$ cat src/hw/rbe_pkg.sv
// Package for the reset and boot-load entry block: timing and switch layout.
// Assumes a 100 MHz clock; users write every reference with rbe_pkg::.
package rbe_pkg;
  localparam int          CLK_PERIOD_NS   = 10;
  // Debounce settle time and minimum reset pulse, in microseconds
  localparam int          DEBOUNCE_US     = 1;
  localparam int          RESET_HOLD_US   = 2;
  localparam int          DEBOUNCE_CYC    = (DEBOUNCE_US * 1000)
                                            / CLK_PERIOD_NS;
  localparam int          RESET_HOLD_CYC  = (RESET_HOLD_US * 1000
                                             + CLK_PERIOD_NS - 1)
                                            / CLK_PERIOD_NS;
  // Positions in the eight-bit configuration switch bank (switch n at n-1)
  localparam int          CFG_WIDTH       = 8;
  localparam int          CFG_DTR_RST_BIT = 6;
  localparam int          CFG_RTS_LD_BIT  = 7;
  // Synchronised input levels seen at reset release
  // Request-to-send idles high, so its filter starts high: no false edge
  localparam logic [3:0]  INPUTS_RESET    = 4'h8;
  // Line indices into the filtered input vector
  localparam int          IDX_RESET_PB    = 0;
  localparam int          IDX_LOAD_PB     = 1;
  localparam int          IDX_DTR         = 2;
  localparam int          IDX_RTS         = 3;

  typedef enum logic [1:0] {
    RBE_RUN   = 2'b00,
    RBE_HOLD  = 2'b01,
    RBE_DRAIN = 2'b11
  } rbe_state_t;
endpackage

$ cat src/hw/rbe_filter.sv
// Two-flop synchroniser followed by a stable-count debounce filter.
// Assumes one clock; output changes only after the input holds still.
`timescale 1ns/1ps
module rbe_filter #(
  parameter int   COUNT     = 100,
  parameter logic INIT      = 1'b0
) (
  input  wire logic clk_i,
  input  wire logic reset_i,
  input  wire logic raw_i,
  output logic      level_o
);
  localparam int CW = (COUNT < 2) ? 1 : $clog2(COUNT + 1);

  initial begin
    if (COUNT < 1) $error("rbe_filter: COUNT must be at least 1");
  end

  logic          meta_reg;
  logic          sync_reg;
  logic [CW-1:0] cnt_reg;

  always_ff @(posedge clk_i) begin
    if (reset_i) begin
      meta_reg <= INIT;
      sync_reg <= INIT;
    end else begin
      meta_reg <= raw_i;
      sync_reg <= meta_reg;
    end
  end

  // Count cycles of disagreement; accept the new level after COUNT
  always_ff @(posedge clk_i) begin
    if (reset_i) begin
      cnt_reg <= '0;
      level_o <= INIT;
    end else if (sync_reg == level_o) begin
      cnt_reg <= '0;
    end else if (cnt_reg == CW'(COUNT - 1)) begin
      cnt_reg <= '0;
      level_o <= sync_reg;
    end else begin
      cnt_reg <= cnt_reg + CW'(1);
    end
  end
endmodule

$ cat src/hw/rbe_reset_entry.sv
// Reset and boot-mode entry for a microcontroller with an on-chip serial
// loader: pushbuttons and host handshake lines drive the MCU reset and
// program-fetch strobe; second port handshakes are looped back.
// Assumes all inputs synchronous-capable, single 100 MHz clock, and that
// reset_i is separate from the reset this block drives toward the MCU.
//
// Summary of operation
// Holding reset button drives MCU reset high; release gives normal boot.
// Holding load button drives reset high and fetch strobe low.
// Load mode runs ROM loader; host sends carriage return first.
// Rising terminal-ready edge from host resets MCU into normal run.
// Falling request-to-send edge from host resets MCU into load mode.
// Without handshakes board runs; host reset and loading unavailable.
// Second port loops terminal-ready to set-ready, request to clear.
// Second port passes only transmit and receive data.
// Reset button recovers a hung board to normal operation.
// Terminal-ready reset only when its configuration switch enables it.
// Request-to-send load reset only when its switch enables it.
// Inputs synchronised, debounced; reset held a minimum cycle count.
`timescale 1ns/1ps
module rbe_reset_entry #(
  parameter int DEBOUNCE_CYC   = rbe_pkg::DEBOUNCE_CYC,
  parameter int RESET_HOLD_CYC = rbe_pkg::RESET_HOLD_CYC
) (
  input  wire logic                         clk_i,
  input  wire logic                         reset_i,
  input  wire logic                         reset_pushbutton_n_i,
  input  wire logic                         load_pushbutton_n_i,
  input  wire logic [rbe_pkg::CFG_WIDTH-1:0] config_switch_bank_i,
  input  wire logic                         port0_dtr_i,
  input  wire logic                         port0_rts_i,
  input  wire logic                         port0_txd_i,
  output logic                              port0_rxd_o,
  output logic                              port0_dcd_o,
  output logic                              port0_dsr_o,
  output logic                              port0_cts_o,
  output logic                              port0_ri_o,
  input  wire logic                         port1_dtr_i,
  input  wire logic                         port1_rts_i,
  input  wire logic                         port1_txd_i,
  output logic                              port1_rxd_o,
  output logic                              port1_dcd_o,
  output logic                              port1_dsr_o,
  output logic                              port1_cts_o,
  output logic                              port1_ri_o,
  input  wire logic                         mcu_txd0_i,
  output logic                              mcu_rxd0_o,
  input  wire logic                         mcu_txd1_i,
  output logic                              mcu_rxd1_o,
  output logic                              mcu_reset_o,
  output logic                              program_fetch_strobe_n_o,
  output logic                              serial_load_request_o
);
  localparam int HW = (RESET_HOLD_CYC < 2) ? 1 : $clog2(RESET_HOLD_CYC + 1);

  initial begin
    if (DEBOUNCE_CYC < 1) $error("DEBOUNCE_CYC must be at least 1");
    if (RESET_HOLD_CYC < 1) $error("RESET_HOLD_CYC must be at least 1");
  end

  // Active-high raw requests: buttons pressed, host lines at logic level
  logic [3:0] raw;
  logic [3:0] filt;
  logic [3:0] filt_prev_reg;

  assign raw[rbe_pkg::IDX_RESET_PB] = ~reset_pushbutton_n_i;
  assign raw[rbe_pkg::IDX_LOAD_PB]  = ~load_pushbutton_n_i;
  assign raw[rbe_pkg::IDX_DTR]      = port0_dtr_i;
  assign raw[rbe_pkg::IDX_RTS]      = port0_rts_i;

  genvar g;
  generate
    for (g = 0; g < 4; g++) begin : g_filt
      rbe_filter #(
        .COUNT (DEBOUNCE_CYC),
        .INIT  (rbe_pkg::INPUTS_RESET[g])
      ) u_filt (
        .clk_i   (clk_i),
        .reset_i (reset_i),
        .raw_i   (raw[g]),
        .level_o (filt[g])
      );
    end
  endgenerate

  always_ff @(posedge clk_i) begin
    if (reset_i) begin
      filt_prev_reg <= rbe_pkg::INPUTS_RESET;
    end else begin
      filt_prev_reg <= filt;
    end
  end

  logic rst_btn;
  logic ld_btn;
  logic dtr_rise;
  logic rts_fall;
  logic host_rst;
  logic host_ld;

  assign rst_btn  = filt[rbe_pkg::IDX_RESET_PB];
  assign ld_btn   = filt[rbe_pkg::IDX_LOAD_PB];
  assign dtr_rise = filt[rbe_pkg::IDX_DTR]
                    & ~filt_prev_reg[rbe_pkg::IDX_DTR];
  assign rts_fall = ~filt[rbe_pkg::IDX_RTS]
                    & filt_prev_reg[rbe_pkg::IDX_RTS];
  assign host_rst = dtr_rise
                    & config_switch_bank_i[rbe_pkg::CFG_DTR_RST_BIT];
  assign host_ld  = rts_fall
                    & config_switch_bank_i[rbe_pkg::CFG_RTS_LD_BIT];


  // Reset pulse sequencing
  logic                req_any;
  logic                req_load;
  logic                req_norm;
  logic                hold_done;
  logic                load_next;
  logic                load_reg;
  logic [HW-1:0]       hold_cnt_reg;
  rbe_pkg::rbe_state_t state_reg;
  rbe_pkg::rbe_state_t state_next;

  // True while the MCU reset line must be driven high
  function automatic logic in_reset(input rbe_pkg::rbe_state_t s);
    return (s == rbe_pkg::RBE_HOLD);
  endfunction

  // True while the boot mode must still be presented to the MCU
  function automatic logic in_boot(input rbe_pkg::rbe_state_t s);
    return (s != rbe_pkg::RBE_RUN);
  endfunction

  // Idle host lines give no edges, so only the buttons act then
  assign req_load  = ld_btn | host_ld;
  assign req_norm  = rst_btn | host_rst;
  assign req_any   = req_load | req_norm;
  assign hold_done = (hold_cnt_reg == HW'(RESET_HOLD_CYC - 1));

  always_comb begin
    state_next = state_reg;
    case (state_reg)
      rbe_pkg::RBE_RUN: begin
        if (req_any) begin
          state_next = rbe_pkg::RBE_HOLD;
        end
      end
      rbe_pkg::RBE_HOLD: begin
        // Held buttons keep restarting the count
        if (hold_done && !req_any) begin
          state_next = rbe_pkg::RBE_DRAIN;
        end
      end
      rbe_pkg::RBE_DRAIN: begin
        if (req_any) begin
          state_next = rbe_pkg::RBE_HOLD;
        end else begin
          state_next = rbe_pkg::RBE_RUN;
        end
      end
      default: begin
        state_next = rbe_pkg::RBE_RUN;
      end
    endcase
  end

  always_ff @(posedge clk_i) begin
    if (reset_i) begin
      state_reg <= rbe_pkg::RBE_RUN;
    end else begin
      state_reg <= state_next;
    end
  end

  // Minimum pulse counter, restarted by every new request
  always_ff @(posedge clk_i) begin
    if (reset_i) begin
      hold_cnt_reg <= '0;
    end else if (req_any || (state_next != rbe_pkg::RBE_HOLD)) begin
      hold_cnt_reg <= '0;
    end else if (!hold_done) begin
      hold_cnt_reg <= hold_cnt_reg + HW'(1);
    end
  end

  // Boot mode choice; a load request wins over a normal one
  always_comb begin
    load_next = load_reg;
    if (req_norm) begin
      load_next = 1'b0;
    end
    if (req_load) begin
      load_next = 1'b1;
    end
  end

  always_ff @(posedge clk_i) begin
    if (reset_i) begin
      load_reg <= 1'b0;
    end else begin
      load_reg <= load_next;
    end
  end

  // Loader stays selected until the next normal reset
  assign serial_load_request_o = load_reg;

  // Strobe stays low one cycle past reset release so it is sampled
  always_ff @(posedge clk_i) begin
    if (reset_i) begin
      mcu_reset_o              <= 1'b0;
      program_fetch_strobe_n_o <= 1'b1;
    end else begin
      mcu_reset_o              <= in_reset(state_next);
      program_fetch_strobe_n_o <= ~(load_next
                                    & in_boot(state_next));
    end
  end

  // Serial data lines, idle at mark
  always_ff @(posedge clk_i) begin
    if (reset_i) begin
      mcu_rxd0_o  <= 1'b1;
      port0_rxd_o <= 1'b1;
    end else begin
      mcu_rxd0_o  <= port0_txd_i;
      port0_rxd_o <= mcu_txd0_i;
    end
  end

  always_ff @(posedge clk_i) begin
    if (reset_i) begin
      mcu_rxd1_o  <= 1'b1;
      port1_rxd_o <= 1'b1;
    end else begin
      mcu_rxd1_o  <= port1_txd_i;
      port1_rxd_o <= mcu_txd1_i;
    end
  end

  // Second port handshakes are plain wires and never touch reset
  assign port1_dsr_o = port1_dtr_i;
  assign port1_cts_o = port1_rts_i;

  // Status lines without function
  assign port0_dcd_o = 1'b0;
  assign port0_dsr_o = 1'b0;
  assign port0_cts_o = 1'b0;
  assign port0_ri_o  = 1'b0;
  assign port1_dcd_o = 1'b0;
  assign port1_ri_o  = 1'b0;
endmodule

$ cat config.mk
export PLATFORM = sky130hd
export DESIGN_NAME = rbe_reset_entry
export DESIGN_NICKNAME = d
export VERILOG_FILES = /design/src/hw/rbe_pkg.sv /design/src/hw/rbe_filter.sv /design/src/hw/rbe_reset_entry.sv
export SDC_FILE = /design/constraint.sdc
export NUM_CORES = 1
export LEC_CHECK = 0
export BUFFER_PORTS_ARGS = -buffer_cell sky130_fd_sc_hd__buf_2
export CORE_ASPECT_RATIO = 0.6
export CORE_UTILIZATION = 25
export DETAILED_ROUTE_END_ITERATION = 8
export PLACE_DENSITY = 0.41
export SLEW_MARGIN = 20
export SYNTH_ARGS = -nofsm -noshare
export SYNTH_HDL_FRONTEND = slang
export SYNTH_SLANG_ARGS = --single-unit
export TNS_END_PERCENT = 10
$ cat constraint.sdc
create_clock -name clk_i -period 1.75 [get_ports clk_i]
set_input_delay 0.0875 -clock clk_i [delete_from_list [all_inputs] [get_ports clk_i]]
set_output_delay 0.0875 -clock clk_i [all_outputs]
set_load 0.03 [all_outputs]
Word-level counts from Yosys, hierarchy flattened --
Cells that the tools add are included.
Word-level totals: bits in registers 61, output and inout bits 15, logic and storage cells 81
Operators by class: add/subtract/negate cells 5, equal/unequal tests 13, multiplexer cells 6, bitwise logic cells 17, reductions and logical operators 14
Operators by type and width (number):
- 7-bit by 1-bit adder with 7-bit output (second input constant) | 4
- 7-bit equality test (second input constant) | 4
- 3-bit OR reduction | 4
- 1-bit inverter | 9
- 8-bit by 1-bit adder with 8-bit output (second input constant) | 1
- 8-bit equality test (second input constant) | 1
- 2-bit AND reduction | 4
- 2-bit one-hot mux with 3 select lines | 1
- 1-bit bitwise AND | 5
- 1-bit equality test | 4
- 2-bit by 1-bit equality test with 1-bit output (second input constant) | 2
- 2-bit 2-to-1 mux | 2
- 1-bit 2-to-1 mux | 3
- 1-bit bitwise OR | 3
- 2-bit equality test (second input constant) | 1
- 2-bit zero test | 1
- 2-bit by 1-bit != test with 1-bit output (second input constant) | 1
- 2-bit nonzero test | 1
- 2-bit OR reduction | 1
- 1-bit logical AND | 1
- 1-bit zero test | 1
- 1-bit logical OR | 1

Longest topological paths before layout --
Gate-level depths: netlist (run 1).
depth in word-level cells 12, mapped depth 6, gate-level depth less buffers 5

By module --
Synthesis (run 1) repeated with hierarchy kept, for this count alone.
Unflattened totals: cells, all modules 252, area total of the unflattened synthesis 2482.4 µm²
By module, submodules not included:
- rbe_filter (g_filt[0].u_filt ...) | times used 3, cells an instance 43, area each 427.9 µm², sequential area each 200.2 µm²
- rbe_reset_entry | times used 1, cells an instance 81, area each 787.0 µm², sequential area each 380.4 µm²
- rbe_filter (g_filt[3].u_filt) | times used 1, cells an instance 42, area each 411.6 µm², sequential area each 200.2 µm²

Worst setup path after synthesis (run 1) --
No wires, ideal clock.
path type reg2reg, start reg hold_cnt_reg[0], end reg mcu_reset_o, library setup time 0.129 ns, arrival 1.308 ns, slack 0.313 ns, stages on the path, launching flop included 6, buffers on the path 0, clock period less this slack 1.437 ns, cell sequence dfxtp_1 -> ha_1 -> nand4_1 -> or4_4 -> a21boi_1 -> o31ai_1
Between the ends: longest elaborated chain between the ends 5
RTL lines:
- start, declared | line rbe_reset_entry.sv:120 | logic [HW-1:0] hold_cnt_reg;
- start signal, assigned | line rbe_reset_entry.sv:182 | hold_cnt_reg <= hold_cnt_reg + HW'(1);
- 8-bit equality test | line rbe_reset_entry.sv:138 | assign hold_done = (hold_cnt_reg == HW'(RESET_HOLD_CYC - 1));
- 1-bit logical AND | line rbe_reset_entry.sv:150 | if (hold_done && !req_any) begin
- 2-bit 2-to-1 mux | line rbe_reset_entry.sv:150
- 2-bit one-hot mux with 3 select lines | line rbe_reset_entry.sv:142 | case (state_reg)
- 2-bit by 1-bit equality test with 1-bit output | line rbe_reset_entry.sv:126 | return (s == rbe_pkg::RBE_HOLD);
- end signal, assigned | line rbe_reset_entry.sv:214 | mcu_reset_o <= in_reset(state_next);
- end, declared | line rbe_reset_entry.sv:50 | output logic mcu_reset_o,
Every way passes these cells. A chain may end at the register's enable or synchronous reset.

Final worst setup path (run 1) --
start reg g_filt[2].u_filt.cnt_reg[0], end reg g_filt[2].u_filt.cnt_reg[4]
Between the ends: longest elaborated chain between the ends 2
RTL lines:
- start, declared | line rbe_filter.sv:21 | logic [CW-1:0] cnt_reg;
- start signal, assigned | line rbe_filter.sv:44 | cnt_reg <= cnt_reg + CW'(1);
- branches (longest 2 deep; another with 7-bit by 1-bit adder with 7-bit output)
Parallel ways; which one is timed is not known.

==> impl_metrics.yaml, run 1 <==
timing:
  drv_slew: 0
  holdWs_ns: 0.132
  finalSetupViolations: 0
  rsz0062_at_grt: "no"
  max_freq_mhz: 629
  skew_ns: 0.00496
  report.final.hold_viol_count: 0
  setup_tns_ns: 0
  timing.final.crit_share_pct: 90.8
  period_minus_slack_ns: 1.59
floorplan:
  dieArea_mm2: 0.00966
  die_w_um: 126
  placementRows: 26
  coreArea_mm2: 0.00875
  start_util_pct: 26.4
  ioPinCount: 35
  die_y_um: 76.5
finish:
  drive_above_1_share_pct: 21.9
  antenna_cells: 0
  final-instance-count-excl-fill: 386
  finalInstanceArea_mm2: 0.00292
  final_nets: 294
  largest_reg_flops: 28
  areaGrowthSynthToFinish_pct: 26.2
  final-seq-area_mm2: 0.00118
  multi_input_comb_area_mm2: 0.00104
  n_fill_cell: 874
critical_path:
  crit_type: "reg2reg"
  path_cells: "ha_1 > nand2_1 > nor4_2 > buf_4 > or3_1 > nor2_1"
  arrival_ns: 1.79
  worstSetupStartpointType: "register"
  critical_path.max_fanout: 7
  critPathCaptureType: "register"
  cp_slowest_cell: "dfxtp_1"
  crit_path_max_incr_delay_ns: 0.37
  critPathLaunch: "g_filt[2].u_filt.cnt_reg[0]"
  required_ns: 1.95
  r2r_start: "g_filt[2].u_filt.cnt_reg[0]"
routing:
  drtIter0Drc: 63
  vias: 1528
  totalWireLength_mm: 3.97
  first_pass_iters: 4
  wl_per_cell_um: 10.3
  vias_per_cell: 3.96
  remaining_drc_errors: 0
  detail-route-antenna-nets: 0
flow_run:
  drv_cap: 0
synthesis:
  yosys_register_bits: 59
  yosysMostFrequentCell: "dfxtp_1"
  synth_area_leaders: "dfxtp_1, nor2_1, xnor2_1"
  ys_warn_count: 0
  ys_seq_area_share_pct: 51.1
  synth_enable_flop_cells: 0
  syn_area_mm2: 0.00231
  synth_top_area_share_pct: 51.1
  ys_types: 36
  synth_ff_type: "dfxtp_1"
  syn_avg_cell_area_um2: 9.80
  synth_top_cell_by_area: "dfxtp_1"
  synth_common_cells: "dfxtp_1, nor2_1, xnor2_1, nand3_1, xor2_1"
  synthArstFlopShare_pct: 0
  synth_cells: 236
pwr:
  irDropWorstVdd_uv: 550
  power_density_mw_per_mm2: 1100
  leakagePower_nw: 1.08
global_route:
  first_global_vias: 1499
  grt_overflow: 0
  grt_pass1_wl_mm: 6.83
  track_usage_pct: 9.52
  antenna_found_initial: 0
  grt_max_degree: 22
clock_network:
  htree_num_levels: 3
  cts_sinks: 59
  root_buffer: "clkbuf_16"
  cts_tree: "yes"
  post-cts-setup-buffers: 0
  numCtsBuffers: 9
  insertion_delay_ns: 0.32
  cts.clk_slew.worst_paths_ns: 0.05
  clockBufferDepth: 2
place:
  hpwlAfterDp_mm: 2.68
  placed_cell_area_mm2: 0.00252
  placed_cells: 362
  portBuffers: 18
  place.gp.congestion: 0.726
outcome:
  status: "finished, final reports clean"
worst_hold_path:
  holdCritStartpoint: "reset_i"
  holdCritPathClass: "in2reg"
-- layout by cell type, fill, tap and decap left out, types with 3 or more instances in the layout --
master and count:
dfxtp_1 59, nor2_1 42, buf_2 18, xnor2_1 17, nand3_1 16, xor2_1 13
clkbuf_16 9, or2_2 8, dlygate4sd3_1 8, nor2b_1 7, nor2_2 7, nand2_1 6
conb_1 6, clkbuf_8 6, and3_1 5, inv_1 5, ha_1 5, buf_4 5
or3_1 4, mux2i_1 3
-- layout make-up --
| class | count | area share (%) |
|---|---|---|
| Multi-Input combinational cell | 162 | 35.6 |
| Inverter | 5 | 0.643 |
| Tap cell | 112 | 4.80 |
| Timing Repair Buffer | 32 | 7.80 |
| Sequential cell | 59 | 40.4 |
| Clock buffer | 16 | 10.7 |
-- worst max-delay path: cells and delay by family, from the launching register on --
| kind | cells | cell delay (ns) |
|---|---|---|
| buf+inv | 1 | 0.17 |
| flops | 1 | 0.37 |
| fa+ha+maj | 1 | 0.23 |
| simple gates | 4 | 0.70 |
-- logic make-up after synthesis --
logic type / share of synthesized area (%)
other: 0.162
AOI/OAI and AO/OA: 2.60
adders and majority gates: 2.70
DFF: 51.1
and+or+nand+nor: 25.8
xor gates and xnor gates: 11.4
muxes: 1.30
buffers and inverters: 5.03
-- final timing paths --
kind         slack, ns  depth (start not counted)                          end
min reg2reg       0.41                          1    g_filt[3].u_filt.sync_reg
max               0.16                          6  g_filt[2].u_filt.cnt_reg[4]
max reg2reg       0.16                          6  g_filt[2].u_filt.cnt_reg[4]
min               0.13                          2    g_filt[1].u_filt.meta_reg
-- timing repair --
item | CTS | global route
hold endpoints to repair | 8 | 0
hold buffers | 8 | 0
endpoints found under the setup margin | 0 | 1
resized for setup | 0 | 1
-- through the flow --
step                power, mW  utilization, %  setup slack (ns)
floorplan                1.47               -             0.313
global placement         1.48            28.8             0.125
detailed placement       1.48            28.8             0.140
CTS                      3.28            33.3             0.114
global route             3.35            33.4            0.0229
finish                   3.21            33.4             0.160
-- routing by layer --
metal | track usage, % | up-vias | wire length [µm] | part of all wire (%)
met4 | 5.06 | 0 | 76 | 1.9
met1 | 11.9 | 666 | 2190 | 55
met2 | 12.8 | 27 | 1470 | 37
met5 | 0 | - | 0 | 0
li1 | - | 827 | - | -
met3 | 5.27 | 8 | 234 | 5.9
-- where the power goes --
part           total (mW)  switching (mW)  internal [mW]
clock                1.75           0.562           1.19
combinational      0.0946          0.0551         0.0395
sequential           1.37         0.00660           1.36
Power figures use the tool's default switching activity.
==> inputs of run 2 (changes only) <==
CTS_CLUSTER_SIZE = 12   (was default)
REMOVE_ABC_BUFFERS = 1   (was default)
SYNTH_HIERARCHICAL = 1   (was default)
==> impl_metrics.yaml, run 2 <==
timing:
  skew_ns: 0.00513
  drv_slew: 0
  setup_tns_ns: 0
  finalSetupViolations: 0
  period_minus_slack_ns: 1.58
  rsz0062_at_grt: "no"
  report.final.hold_viol_count: 0
  timing.final.crit_share_pct: 90.5
  max_freq_mhz: 632
place:
  hpwlAfterDp_mm: 2.88
  place.gp.congestion: 0.706
  portBuffers: 18
flow_run:
  drv_cap: 0
synthesis:
  synth_area_leaders: "dfxtp_1, xor2_1, nor2_1"
  ys_seq_area_share_pct: 47.6
  synth_top_area_share_pct: 47.6
  ys_warn_count: 6
  yosysMostFrequentCell: "dfxtp_1"
  synth_enable_flop_cells: 0
  synth_common_cells: "dfxtp_1, nor2_1, xor2_1, inv_1, nand2_1"
  synth_ff_type: "dfxtp_1"
  ys_types: 40
  syn_area_mm2: 0.00248
  syn_avg_cell_area_um2: 9.85
  synthArstFlopShare_pct: 0
  yosys_register_bits: 59
  synth_top_cell_by_area: "dfxtp_1"
  synth_cells: 252
global_route:
  antenna_found_initial: 0
  track_usage_pct: 9.81
  first_global_vias: 1643
  grt_overflow: 0
  grt_max_degree: 27
  grt_pass1_wl_mm: 7.50
pwr:
  power_density_mw_per_mm2: 1060
  totalPowerFinal_mw: 3.26
  leakagePower_nw: 1.14
  irDropWorstVdd_uv: 492
finish:
  multi_input_comb_area_mm2: 0.00120
  antenna_cells: 0
  areaGrowthSynthToFinish_pct: 23.4
  final_cell_mix: "dfxtp_1, nor2_1, buf_2"
  largest_reg_flops: 28
  final-seq-area_mm2: 0.00118
  n_fill_cell: 966
  drive_above_1_share_pct: 24.3
  layout_commonest_cell: "dfxtp_1"
  final_nets: 308
routing:
  wl_per_cell_um: 10.1
  detail-route-antenna-nets: 0
  vias_per_cell: 4.03
  drtIter0Drc: 64
  totalWireLength_mm: 4.21
  first_pass_iters: 4
  remaining_drc_errors: 0
  vias: 1683
critical_path:
  path_delay_family: "simple AND/OR/NAND/NOR gates"
  worstSetupStartpointType: "register"
  path_cells: "ha_1 > nand4_1 > or4_4 > nand4_2 > nor2_1"
  critical_path.max_fanout: 8
  worst-path-buf-inv: 0
  regToRegSetupSlack_ns: 0.17
  critPathCaptureType: "register"
  crit_type: "reg2reg"
  arrival_ns: 1.79
  crit_path_max_incr_delay_ns: 0.47
  cp_slowest_cell: "or4_4"
  required_ns: 1.96
clock_network:
  cts_tree: "yes"
  htree_num_levels: 3
  root_buffer: "clkbuf_16"
  clockBufferDepth: 2
  cts.clk_slew.worst_paths_ns: 0.05
  insertion_delay_ns: 0.32
  holdBufCountCts: 6
  cts_resized: 0
  numCtsBuffers: 9
  cts_sinks: 59
  post-cts-setup-buffers: 0
floorplan:
  die_y_um: 79.2
  start_util_pct: 26.4
  die_w_um: 131
  dieArea_mm2: 0.0103
  coreArea_mm2: 0.00939
  placementRows: 27
  ioPinCount: 35
outcome:
  status: "finished, final reports clean"
worst_hold_path:
  holdCritPathClass: "in2reg"
-- run 2: through the flow --
step / cell area, µm² / instances / hold WS, ns / worst slack (ns) / utilization [%]
after floorplan: 2440 / 248 / 0.157 / 0.323 / -
after global placement: 2690 / 396 / 0.175 / 0.202 / 28.6
after detailed placement: 2690 / 396 / 0.175 / 0.173 / 28.6
after CTS: 3060 / 418 / 0.0306 / 0.164 / 32.6
after global routing: 3060 / 418 / 0.0379 / 0.0343 / 32.6
final: 3060 / 418 / 0.0351 / 0.167 / 32.6
-- run 2: where the power goes --
group	internal, mW	switching (mW)
Sequential	1.36	0.00680
Combinational	0.0355	0.0591
Clock	1.21	0.583
-- run 2: metal layers --
| layer | wire [µm] | global-route usage (%) |
|---|---|---|
| met3 | 195 | 5.12 |
| met2 | 1680 | 13.7 |
| met5 | 0 | 0 |
| met4 | 61 | 4.14 |
| met1 | 2270 | 12.5 |
-- run 2: tightest hold or removal path: stages --
cell and delay, ns:
buf_2 0.07, inv_1 0.03, nor2b_1 0.11
-- run 2: final cells by class --
cell class	instances	area share, %
sequential	59	38.5
multi-input combinational	174	39.2
clock inverter	4	1.55
timing repair buffer	24	4.90
clock buffer	12	8.70
tap	130	5.31
inverter	15	1.84
-- run 2: logic make-up (layout without fill, tap and decap cells) --
kind of cell / after synthesis / in the layout / share of synthesized area [%]
compound gates: 31 / 31 / 8.67
flops: 59 / 59 / 47.6
xor+xnor: 22 / 22 / 7.76
buf+inv: 24 / 55 / 4.84
mux: 4 / 4 / 1.61
simple gates: 106 / 106 / 26.9
fa+ha+maj: 5 / 5 / 2.52
other cells: 1 / 6 / 0.151
-- run 2: path summary, 6_finish.rpt --
path,start,endpoint,cells after the start
setup / recovery,hold_cnt_reg[0],hold_cnt_reg[6],5
hold / removal,load_pushbutton_n_i,g_filt[1].u_filt/meta_reg,3
setup reg to reg,hold_cnt_reg[0],hold_cnt_reg[6],5
hold reg to reg,g_filt[3].u_filt/meta_reg,g_filt[3].u_filt/sync_reg,1
==> inputs of run 3 (changes only) <==
CORE_MARGIN = 2   (was default)
==> impl_metrics.yaml, run 3 (synthesis results as in run 2) <==
timing:
  finalSetupViolations: 0
  timing.final.crit_share_pct: 90.1
  fin_ws_ns: 0.173
  setup_tns_ns: 0
  max_freq_mhz: 634
  skew_ns: 0.00558
  rsz0062_at_grt: "no"
  period_minus_slack_ns: 1.58
  report.final.hold_viol_count: 0
  drv_slew: 0
worst_hold_path:
  holdCritStartpoint: "load_pushbutton_n_i"
  holdCritPathClass: "in2reg"
global_route:
  track_usage_pct: 9.66
  grt_use_met3_pct: 5.12
  grt_use_met2_pct: 13.0
  antenna_found_initial: 0
  first_global_vias: 1656
  grt_pass1_wl_mm: 7.87
  grt_max_degree: 22
  busiest_layer: "met2"
  grtUsageMet1_pct: 12.5
  grt_overflow: 0
pwr:
  clkPwrFrac_pct: 54.9
  power.switching_mw: 0.642
  power.share.sequential_pct: 42.1
  power_density_mw_per_mm2: 1060
  intPower_mw: 2.61
  irDropWorstVdd_uv: 443
  sw_frac_of_total_pct: 19.7
  combPwrFrac_pct: 3.0
  leakagePower_nw: 1.14
routing:
  drtIter0Drc: 95
  totalWireLength_mm: 4.38
  remaining_drc_errors: 0
  wl_per_cell_um: 10.3
  detail-route-antenna-nets: 0
  vias: 1691
  vias_per_cell: 3.99
  first_pass_iters: 6
clock_network:
  root_buffer: "clkbuf_16"
  numCtsBuffers: 9
  clockBufferDepth: 2
  htree_num_levels: 3
  cts_tree: "yes"
  cts_sinks: 59
  insertion_delay_ns: 0.32
  cts_resized: 0
  cts.clk_slew.worst_paths_ns: 0.05
critical_path:
  arrival_ns: 1.78
  critPathCaptureType: "register"
  crit_path_max_incr_delay_ns: 0.47
  crit_type: "reg2reg"
  worstSetupStartpointType: "register"
  r2r_start: "hold_cnt_reg[0]"
  cp_slowest_cell: "or4_4"
  path_delay_family: "simple AND/OR/NAND/NOR gates"
  worst-path-buf-inv: 0
  required_ns: 1.95
  critPathLaunch: "hold_cnt_reg[0]"
  path_cells: "ha_1 > nand4_1 > or4_4 > nand4_2 > nor2_1"
  critical_path.max_fanout: 8
  regToRegSetupSlack_ns: 0.17
finish:
  multi_input_comb_area_mm2: 0.00120
  final_cell_mix: "dfxtp_1, nor2_1, buf_2"
  largest_reg_flops: 28
  final-seq-area_mm2: 0.00118
  final_nets: 309
  areaGrowthSynthToFinish_pct: 24.0
  n_fill_cell: 1005
  antenna_cells: 0
  drive_above_1_share_pct: 24.6
  layout_commonest_cell: "dfxtp_1"
  final-instance-count-excl-fill: 424
floorplan:
  placementRows: 28
  die_w_um: 133
  die_y_um: 81.2
  coreArea_mm2: 0.00977
  dieArea_mm2: 0.0108
  ioPinCount: 35
  start_util_pct: 25.4
flow_run:
  drv_cap: 0
place:
  placed_cells: 402
  hpwlAfterDp_mm: 3.07
  portBuffers: 18
  place.gp.congestion: 0.724
  dpl_worst_slack_ns: 0.174
outcome:
  status: "finished, final reports clean"
## run 3: layer usage
metal | part of all wire, % | vias up
li1 | - | 905
met1 | 57 | 756
met2 | 37 | 28
met3 | 5.2 | 2
met4 | 0.62 | 0
met5 | 0 | -
## run 3: power groups by stage
stage | combinational (mW) | sequential, mW | clock [mW]
3_3_place_gp | 0.0870 | 1.40 | 0
6_report | 0.0969 | 1.37 | 1.78
3_5_place_dp | 0.0880 | 1.40 | 0
4_1_cts | 0.0985 | 1.37 | 1.86
5_1_grt | 0.109 | 1.37 | 1.93
2_1_floorplan | 0.0453 | 1.41 | 0
## run 3: metrics by stage
step | instance area (µm²) | util [%] | hold slack, ns | power (mW)
floorplan | 2440 | - | 0.157 | 1.45
global placement | 2700 | 27.7 | 0.175 | 1.48
detailed placement | 2700 | 27.7 | 0.175 | 1.48
CTS | 3080 | 31.5 | 0.0198 | 3.32
global route | 3080 | 31.5 | 0.0278 | 3.41
finish | 3080 | 31.5 | 0.0320 | 3.25
## run 3: final cells by class
class,count,share of cell area (%)
timing repair buffer,25,5.12
inverter,15,1.83
multi-input combinational,174,39.0
tap,135,5.49
clock inverter,4,1.54
clock buffer,12,8.66
sequential,59,38.4
## run 3: tightest hold or removal path: cells and delay by family
| kind | cells | cell delay [ns] |
|---|---|---|
| buf+inv | 2 | 0.11 |
| simple gates | 1 | 0.11 |
## run 3: path summary, 6_finish.rpt
check             depth (start not counted)                   endpoint
setup / recovery                          5            hold_cnt_reg[6]
hold / removal                            3  g_filt[1].u_filt/meta_reg
setup reg to reg                          5            hold_cnt_reg[6]
hold reg to reg                           1  g_filt[3].u_filt/sync_reg
## run 3: timing repair
| item | in CTS | in global routing |
|---|---|---|
| hold buffers | 6 | 0 |
| setup endpoints to repair | 0 | 0 |
| buffers inserted | 0 | 0 |
| hold endpoints to repair | 6 | 0 |
